$ cat src/zc_alert_output_pkg.sv
package zc_alert_output_pkg;

    // -------------------------------------------------------------------
    // Geometry and field layout
    // -------------------------------------------------------------------
    localparam int unsigned ADDR_W   = 8;
    localparam int unsigned DATA_W   = 8;
    localparam int unsigned CH_COUNT = 8;
    localparam int unsigned SEL_W    = 2;  // Edge value code per channel.
    localparam int unsigned SEL_PER_BYTE = 4;
    localparam int unsigned RISE_BIT = 1;  // Code bit used on a rising edge.
    localparam int unsigned FALL_BIT = 0;  // Code bit used on a falling edge.

    // -------------------------------------------------------------------
    // Register offsets
    // -------------------------------------------------------------------
    localparam logic [7:0] ADDR_PIN_DIGITAL  = 8'h01;
    localparam logic [7:0] ADDR_IO_OUTPUT    = 8'h03;
    localparam logic [7:0] ADDR_DRIVE_PUSH   = 8'h05;
    localparam logic [7:0] ADDR_OUT_VALUE    = 8'h07;
    localparam logic [7:0] ADDR_INPUT_LEVEL  = 8'h09;
    localparam logic [7:0] ADDR_SRC_SEL_BASE = 8'hC3;  // Output 0 selector.
    localparam logic [7:0] ADDR_SRC_SEL_STEP = 8'h02;  // Output 7 at 0xD1.
    localparam logic [7:0] ADDR_EDGE_SEL_LO  = 8'hE3;
    localparam logic [7:0] ADDR_EDGE_SEL_HI  = 8'hE4;
    localparam logic [7:0] ADDR_CROSS_EN     = 8'hE7;
    localparam logic [7:0] ADDR_ALERT_EN     = 8'hE9;
    localparam logic [7:0] ADDR_ALERT_VALUE  = 8'hEB;

    // -------------------------------------------------------------------
    // Reset values
    // -------------------------------------------------------------------
    localparam logic [7:0] RESET_BYTE = 8'h00;

    // Edge value codes.
    localparam logic [1:0] CODE_ZERO   = 2'h0;
    localparam logic [1:0] CODE_INVERT = 2'h1;
    localparam logic [1:0] CODE_FOLLOW = 2'h2;
    localparam logic [1:0] CODE_ONE    = 2'h3;

endpackage

$ cat src/zc_alert_output.sv
// The implementer's own choice: the strobed register port.
`timescale 1ns/1ps

// What this block does
// - Two-bit edge code per channel: ch 5 in bits 3-2, ch 4 in bits 1-0.
// - Code 00 drives 0 on both crossings, code 11 drives 1 on both.
// - Code 01 drives low on rising and high on falling crossing.
// - Code 10 drives high on rising and low on falling crossing.
// - Crossing-enabled outputs update on their crossings via the edge code.
// - Crossings leave an output alone while its crossing enable is 0.
// - Alert-enabled outputs update when selected alert flags become set.
// - Alert flags leave an output alone while its alert enable is 0.
// - Alert update drives each affected output to its trigger value bit.
// - Crossing enable, alert enable and trigger value reset to zero.
// - Each pin is analog, digital input, open-drain or push-pull output.
// - Digital input levels are readable through the input value register.
// - Open-drain pulls low only when driving 0, otherwise releases the pin.
// - Each output has a byte choosing which channels' alerts trigger it.
// - Channels 0 to 3 selectors sit in a separate byte resetting to zero.
// - Upper selector byte resets to zero, channel 7 bits 7-6, 6 bits 5-4.
module zc_alert_output (
    input  wire logic                                     ref_clk,
    input  wire logic                                     srst,
    input  wire logic [zc_alert_output_pkg::ADDR_W-1:0]   addr,
    input  wire logic [zc_alert_output_pkg::DATA_W-1:0]   wdata,
    input  wire logic                                     wr_en,
    input  wire logic                                     rd_en,
    output logic      [zc_alert_output_pkg::DATA_W-1:0]   rdata,
    input  wire logic [zc_alert_output_pkg::CH_COUNT-1:0] zero_cross_indication,
    input  wire logic [zc_alert_output_pkg::CH_COUNT-1:0] alert_flags,
    input  wire logic [zc_alert_output_pkg::CH_COUNT-1:0] channel_pin_in,
    output logic      [zc_alert_output_pkg::CH_COUNT-1:0] channel_pin_out,
    output logic      [zc_alert_output_pkg::CH_COUNT-1:0] channel_pin_oe_n
);
    import zc_alert_output_pkg::*;

    // -------------------------------------------------------------------
    // State
    // -------------------------------------------------------------------
    typedef struct packed {
        logic [CH_COUNT-1:0]          pin_digital;
        logic [CH_COUNT-1:0]          io_output;
        logic [CH_COUNT-1:0]          drive_push;
        logic [CH_COUNT-1:0]          digital_output;
        logic [CH_COUNT-1:0]          pin_sample;
        logic [CH_COUNT-1:0]          zc_prev;
        logic [CH_COUNT-1:0]          alert_prev;
        logic [CH_COUNT-1:0][DATA_W-1:0] alert_source_select;
        logic [DATA_W-1:0]            edge_sel_lo;
        logic [DATA_W-1:0]            edge_sel_hi;
        logic [CH_COUNT-1:0]          crossing_sync_enable;
        logic [CH_COUNT-1:0]          alert_update_enable;
        logic [CH_COUNT-1:0]          alert_update_value;
        logic [DATA_W-1:0]            rdata;
    } state_type;

    state_type state;
    state_type next_state;

    logic [CH_COUNT-1:0] is_dig_out;
    logic [CH_COUNT-1:0] rise;
    logic [CH_COUNT-1:0] fall;
    logic [CH_COUNT-1:0] alert_new;
    logic [CH_COUNT-1:0] alert_hit;
    logic [CH_COUNT-1:0] cross_hit;
    logic [CH_COUNT-1:0] input_level_value;

    // Pick one channel's two-bit edge code out of the two selector bytes.
    function automatic logic [SEL_W-1:0] edge_code(
        input logic [DATA_W-1:0] lo,
        input logic [DATA_W-1:0] hi,
        input int unsigned       ch
    );
        logic [2*DATA_W-1:0] both;
        both = {hi, lo};
        edge_code = both[ch*SEL_W +: SEL_W];
    endfunction

    // -------------------------------------------------------------------
    // Event detection
    // -------------------------------------------------------------------
    // Edges are found against last cycle's sample, so a level held high
    // triggers only once; software must not expect repeated updates.
    assign is_dig_out = state.pin_digital & state.io_output;
    assign rise       = zero_cross_indication & ~state.zc_prev;
    assign fall       = ~zero_cross_indication & state.zc_prev;
    assign alert_new  = alert_flags & ~state.alert_prev;
    assign input_level_value = state.pin_sample & state.pin_digital
                             & ~state.io_output;

    // Per output: which events reach it.
    genvar g;
    generate
        for (g = 0; g < CH_COUNT; g++) begin : gen_hit
            // An output reacts only to alerts of the channels it selects.
            assign alert_hit[g] = state.alert_update_enable[g]
                & |(alert_new & state.alert_source_select[g]);
            assign cross_hit[g] = state.crossing_sync_enable[g]
                & (rise[g] | fall[g]);
        end
    endgenerate

    // -------------------------------------------------------------------
    // Next state
    // -------------------------------------------------------------------
    // Priority per output bit: alert update, then crossing, then a plain
    // software write; all three can land in the same cycle.
    always_comb begin
        logic [SEL_W-1:0] code;
        code = CODE_ZERO;
        next_state = state;
        next_state.zc_prev    = zero_cross_indication;
        next_state.alert_prev = alert_flags;
        next_state.pin_sample = channel_pin_in;
        next_state.rdata      = RESET_BYTE;
        if (wr_en) begin
            case (addr)
                ADDR_PIN_DIGITAL: next_state.pin_digital = wdata;
                ADDR_IO_OUTPUT:   next_state.io_output = wdata;
                ADDR_DRIVE_PUSH:  next_state.drive_push = wdata;
                ADDR_OUT_VALUE:   next_state.digital_output = wdata;
                ADDR_EDGE_SEL_LO: next_state.edge_sel_lo = wdata;
                ADDR_EDGE_SEL_HI: next_state.edge_sel_hi = wdata;
                ADDR_CROSS_EN:    next_state.crossing_sync_enable = wdata;
                ADDR_ALERT_EN:    next_state.alert_update_enable = wdata;
                ADDR_ALERT_VALUE: next_state.alert_update_value = wdata;
                default: ;
            endcase
            for (int i = 0; i < CH_COUNT; i++) begin
                if (addr == ADDR_SRC_SEL_BASE
                        + 8'(i) * ADDR_SRC_SEL_STEP) begin
                    next_state.alert_source_select[i] = wdata;
                end
            end
        end
        for (int i = 0; i < CH_COUNT; i++) begin
            code = edge_code(state.edge_sel_lo, state.edge_sel_hi, i);
            if (is_dig_out[i]) begin
                if (alert_hit[i]) begin
                    next_state.digital_output[i] =
                        state.alert_update_value[i];
                end else if (cross_hit[i]) begin
                    // Rising takes the high code bit, falling the low one.
                    next_state.digital_output[i] = rise[i]
                        ? code[RISE_BIT]
                        : code[FALL_BIT];
                end
            end
        end
        if (rd_en) begin
            case (addr)
                ADDR_PIN_DIGITAL: next_state.rdata = state.pin_digital;
                ADDR_IO_OUTPUT:   next_state.rdata = state.io_output;
                ADDR_DRIVE_PUSH:  next_state.rdata = state.drive_push;
                ADDR_OUT_VALUE:   next_state.rdata = state.digital_output;
                ADDR_INPUT_LEVEL: next_state.rdata = input_level_value;
                ADDR_EDGE_SEL_LO: next_state.rdata = state.edge_sel_lo;
                ADDR_EDGE_SEL_HI: next_state.rdata = state.edge_sel_hi;
                ADDR_CROSS_EN:
                    next_state.rdata = state.crossing_sync_enable;
                ADDR_ALERT_EN:
                    next_state.rdata = state.alert_update_enable;
                ADDR_ALERT_VALUE:
                    next_state.rdata = state.alert_update_value;
                default: next_state.rdata = RESET_BYTE;
            endcase
            for (int i = 0; i < CH_COUNT; i++) begin
                if (addr == ADDR_SRC_SEL_BASE
                        + 8'(i) * ADDR_SRC_SEL_STEP) begin
                    next_state.rdata = state.alert_source_select[i];
                end
            end
        end
        if (srst) begin
            next_state = '0;
        end
    end

    // Register the whole state.
    always_ff @(posedge ref_clk) begin
        state <= next_state;
    end

    // -------------------------------------------------------------------
    // Pin drivers
    // -------------------------------------------------------------------
    // Open-drain never drives a high level, so an external pull-up can sit
    // at a voltage above the core supply without fighting the driver.
    always_comb begin
        for (int i = 0; i < CH_COUNT; i++) begin
            if (is_dig_out[i] && state.drive_push[i]) begin
                channel_pin_out[i]  = state.digital_output[i];
                channel_pin_oe_n[i] = 1'b0;
            end else if (is_dig_out[i]) begin
                channel_pin_out[i]  = 1'b0;
                channel_pin_oe_n[i] = state.digital_output[i];
            end else begin
                channel_pin_out[i]  = 1'b0;
                channel_pin_oe_n[i] = 1'b1;
            end
        end
    end

    assign rdata = state.rdata;

    // -------------------------------------------------------------------
    // Assertions
    // -------------------------------------------------------------------
    property p_reset_clear;
        @(posedge ref_clk) srst |=> state.crossing_sync_enable == 8'h00
            && state.alert_update_enable == 8'h00
            && state.alert_update_value == 8'h00
            && state.edge_sel_hi == 8'h00 && state.edge_sel_lo == 8'h00;
    endproperty
    a_reset_clear: assert property (p_reset_clear)
        else $error("Configuration not zero after reset.");

    property p_code_one_ch4;
        @(posedge ref_clk) disable iff (srst)
        (is_dig_out[4] && cross_hit[4] && !alert_hit[4]
            && state.edge_sel_hi[1:0] == CODE_ONE)
            |=> state.digital_output[4];
    endproperty
    a_code_one_ch4: assert property (p_code_one_ch4)
        else $error("Code 11 did not drive channel 4 high.");

    property p_code_zero_ch4;
        @(posedge ref_clk) disable iff (srst)
        (is_dig_out[4] && cross_hit[4] && !alert_hit[4]
            && state.edge_sel_hi[1:0] == CODE_ZERO)
            |=> !state.digital_output[4];
    endproperty
    a_code_zero_ch4: assert property (p_code_zero_ch4)
        else $error("Code 00 did not drive channel 4 low.");

    property p_invert_ch5;
        @(posedge ref_clk) disable iff (srst)
        (is_dig_out[5] && cross_hit[5] && !alert_hit[5]
            && state.edge_sel_hi[3:2] == CODE_INVERT)
            |=> state.digital_output[5] == $past(fall[5]);
    endproperty
    a_invert_ch5: assert property (p_invert_ch5)
        else $error("Code 01 did not invert the crossing on channel 5.");

    property p_follow_ch5;
        @(posedge ref_clk) disable iff (srst)
        (is_dig_out[5] && cross_hit[5] && !alert_hit[5]
            && state.edge_sel_hi[3:2] == CODE_FOLLOW)
            |=> state.digital_output[5] == $past(rise[5]);
    endproperty
    a_follow_ch5: assert property (p_follow_ch5)
        else $error("Code 10 did not follow the crossing on channel 5.");

    property p_quiet_hold;
        @(posedge ref_clk) disable iff (srst)
        (!wr_en && alert_hit == 8'h00 && cross_hit == 8'h00)
            |=> $stable(state.digital_output);
    endproperty
    a_quiet_hold: assert property (p_quiet_hold)
        else $error("Output changed with no enabled event.");

    property p_alert_value;
        @(posedge ref_clk) disable iff (srst)
        (is_dig_out[2] && alert_hit[2])
            |=> state.digital_output[2] == $past(state.alert_update_value[2]);
    endproperty
    a_alert_value: assert property (p_alert_value)
        else $error("Alert update did not load the trigger value.");

    property p_open_drain;
        @(posedge ref_clk) disable iff (srst)
        (is_dig_out[3] && !state.drive_push[3])
            |-> !channel_pin_out[3]
            && channel_pin_oe_n[3] == state.digital_output[3];
    endproperty
    a_open_drain: assert property (p_open_drain)
        else $error("Open-drain pin drove high or released while low.");

    property p_not_output_released;
        @(posedge ref_clk) disable iff (srst)
        (!is_dig_out[0] && !wr_en)
            |=> channel_pin_oe_n[0] && $stable(state.digital_output[0]);
    endproperty
    a_not_output_released: assert property (p_not_output_released)
        else $error("Non-output pin was driven.");

    property p_input_read;
        @(posedge ref_clk) disable iff (srst)
        (rd_en && addr == ADDR_INPUT_LEVEL && state.pin_digital[6]
            && !state.io_output[6])
            |=> rdata[6] == $past(channel_pin_in[6], 2);
    endproperty
    a_input_read: assert property (p_input_read)
        else $error("Input level read back wrong.");

endmodule

$ cat config.mk
export PLATFORM = sky130hd
export DESIGN_NAME = zc_alert_output
export DESIGN_NICKNAME = d
export VERILOG_FILES = /design/src/zc_alert_output_pkg.sv /design/src/zc_alert_output.sv
export SDC_FILE = /design/constraint.sdc
export NUM_CORES = 1
export LEC_CHECK = 0
export ABC_AREA = 1
export BUFFER_PORTS_ARGS = -buffer_cell sky130_fd_sc_hd__buf_2
export CORE_MARGIN = 8
export CORE_UTILIZATION = 60
export CTS_CLUSTER_DIAMETER = 60
export CTS_CLUSTER_SIZE = 10
export DETAILED_ROUTE_END_ITERATION = 8
export GPL_TIMING_DRIVEN = 0
export PLACE_DENSITY_LB_ADDON = 0.2
export RECOVER_POWER = 100
export SYNTH_ARGS = -nofsm -noshare
export SYNTH_HDL_FRONTEND = slang
export SYNTH_SLANG_ARGS = --single-unit
$ cat constraint.sdc
create_clock -name ref_clk -period 1.8 [get_ports ref_clk]
set_input_delay 0.09 -clock ref_clk [delete_from_list [all_inputs] [get_ports ref_clk]]
set_output_delay 0.09 -clock ref_clk [all_outputs]
set_load 0.01 [all_outputs]
==> results.py <==
metrics = {
    "floorplan": {
        "initial_core_util_pct": 61.06,
        "std_cell_rows": 43,
        "die_area_mm2": 0.01812,
        "core_area_mm2": 0.01383,
        "die_h_um": 134.6,
        "io_pins": 68,
        "die_w_um": 134.6,
    },
    "power_and_ir_drop": {
        "p_leak_nw": 3.942,
        "pwr-share-clk_pct": 46.6,
        "vdd_ir_drop_max_uv": 857.4,
        "p_sw_w": 0.001943,
        "power.share.switching_pct": 23.91,
        "comb_power_share_pct": 7.1,
        "p_seq_share_pct": 46.3,
        "power_density_mw_per_mm2": 832.3,
        "p_int_w": 0.006182,
    },
    "global_routing": {
        "track_usage_pct": 31.29,
        "grt_max_degree": 17,
        "grt_pass1_vias": 8156,
        "overflow": 0,
        "grt_pass1_wl_um": 44020,
        "antenna_found_initial": 0,
    },
    "sta": {
        "fin_ws_ns": 0.07313,
        "rsz0062_at_grt": "false",
        "tns_ns": 0,
        "fmax_mhz": 579.1,
        "clock_skew_ns": 0.006745,
        "setup_violations": 0,
        "min_period_ns": 1.727,
        "maxSlewViolCount": 0,
        "relSlewSlack_pct": 37.39,
        "period_share_pct": 95.94,
        "final-hold-violation-count": 0,
        "worst_pin_slew_ns": 0.9392,
        "holdWs_ns": 0.03835,
    },
    "clocking": {
        "h-tree-depth": 4,
        "cts_buffers": 17,
        "cts_root_buf": "clkbuf_16",
        "clk_pin_slew_ns": 0.07,
        "cts_buffer_depth": 2,
        "tritoncts": "yes",
        "cts.sinks": 168,
        "clkLatencyLatePin_ns": 0.44,
    },
    "run": {
        "maxCapViolCount": 0,
    },
    "placement": {
        "dp_slack_ns": -0.2549,
        "post-dp-hpwl_um": 19980,
        "gp_congestion": 0.9555,
        "dp.cells": 1486,
        "portBuffers": 65,
    },
    "setup_path": {
        "cp_data_arrival_time_ns": 2.04,
        "timing.critical_path.required_ns": 2.11,
        "cp_max_fo": 10,
        "crit_type": "primary input to register",
        "cp-end-kind": "register",
        "start_kind": "primary input",
    },
    "route": {
        "dr.pass1.iters": 9,
        "wirelength_um": 28290,
        "drt-vias-per-instance": 5.797,
        "avgRoutedWirePerCell_um": 18.38,
        "antenna_left": 0,
        "drtIter0Drc": 1520,
        "routed-via-count": 8921,
        "route.detailed.drc": 1,
    },
    "synth": {
        "synth_cell_types": 33,
        "synthesis.nets": 1293,
        "synth_seq_area_share_pct": 39.83,
        "synth.most_common_cell": "inv_1",
        "synthTopCellsByCount": "215 x inv_1, 169 x o21ai_0, 168 x dfxtp_1",
        "syn-mean-instance-area_um2": 6.803,
        "syn_inst": 1241,
        "postSynth.asyncResetShare_pct": 0,
        "synth-seq-cells": 168,
        "yosys.area.top_type": "dfxtp_1",
        "synth_area_leaders": "dfxtp_1 40%, o21ai_0 10%, inv_1 9.6%",
        "synth_area_mm2": 0.008443,
        "synth-edff-count": 0,
        "synth-main-ff-cell": "dfxtp_1",
        "synth_top_area_share_pct": 39.83,
        "ys_warn_count": 0,
    },
    "layout": {
        "antenna_cells": 0,
        "nNetsFinal": 1399,
        "area_growth_pct": 15.62,
        "final_core_util_pct": 70.60,
        "drive_gt1_share_pct": 9.566,
        "finalNonFillerCells": 1539,
    },
    "outcome": {
        "outcome": "finished with violations",
        "violations": "DRC",
    },
    "hold_path": {
        "hold_path.class": "primary input to register",
    },
}
[through the flow]
step / power (W) / cell area, um^2
2_1_floorplan: 0.004129 / 8443
3_3_place_gp: 0.004348 / 8994
3_5_place_dp: 0.004353 / 8994
4_1_cts: 0.008107 / 9837
5_1_grt: 0.008300 / 9762
6_report: 0.008125 / 9762
[worst max-delay path, cell delays in order]
cell and delay [ns]:
clkbuf_1 0.49, buf_2 0.43, nand3_1 0.29, clkbuf_1 0.35, o21ai_0 0.31, a21oi_1 0.06
[sequential cells by signal (all words and copies together) (netlist names)]
signal / flops
state: 160
rdata: 8
[power groups by stage]
stage / logic, W / registers (W) / clock network (W)
after global routing: 0.000611 / 0.00377 / 0.00392
final: 0.000574 / 0.00377 / 0.00379
after floorplan: 0.000285 / 0.00384 / 0
after CTS: 0.000549 / 0.00376 / 0.00379
after detailed placement: 0.000505 / 0.00385 / 0
after global placement: 0.000501 / 0.00385 / 0
[layer usage]
layer / GRT usage [%] / wire, um / vias to the layer above
met5: 0 / 0 / -
met4: 12.85 / 1081 / 0
met3: 7.392 / 3482 / 84
met2: 46.28 / 12150 / 608
met1: 42.70 / 11570 / 3962
li1: - / - / 4267
[final cells by class]
| class | instances | area [um^2] |
|---|---|---|
| fillers | 1163 | 4065 |
| clock buffers | 21 | 460.4 |
| inverters | 224 | 843.3 |
| plain buffers | 68 | 326.6 |
| well taps | 180 | 225.2 |
| multi-input cells | 779 | 3865 |
| flip-flops and latches | 168 | 3363 |
| clock inverters | 10 | 142.6 |
| repair buffers | 89 | 535.5 |
[kinds of logic after synthesis]
group                      Yosys count  share of synthesized area (%)
adders and majority gates            8                          1.186
and+or+nand+nor                    404                          22.23
buffers and inverters              294                          14.18
AOI/OAI and AO/OA                  367                          22.57
DFF                                168                          39.83
[final timing paths]
check	from	end	slack, ns	depth (start not counted)
max	wr_en	state[149]	0.07	6
min reg2reg	state[42]	state[42]	0.47	2
max reg2reg	state[116]	state[138]	0.09	9
min	wdata[1]	state[17]	0.04	3
[cells in the final DEF (no fill, tap or decap), drive strengths merged]
master / count
inv: 227
o21ai: 176
nand2: 176
dfxtp: 168
a21oi: 150
nand3: 112
clkbuf: 89
nor2: 82
buf: 65
o22ai: 26
dlygate4sd3: 24
nand4: 17
nor3: 12
o211ai: 10
ha: 8
or2: 4
a31oi: 4
clkinv: 4
bufinv: 3
o31ai: 1
nor4: 1
[what timing repair did]
action	CTS	global route
endpoints found under the setup margin	0	7
hold endpoints to repair	24	0
hold buffers	24	0
gates resized for setup	0	1
buffers inserted	0	0
No activity file was read; power rests on OpenSTA's default activity.
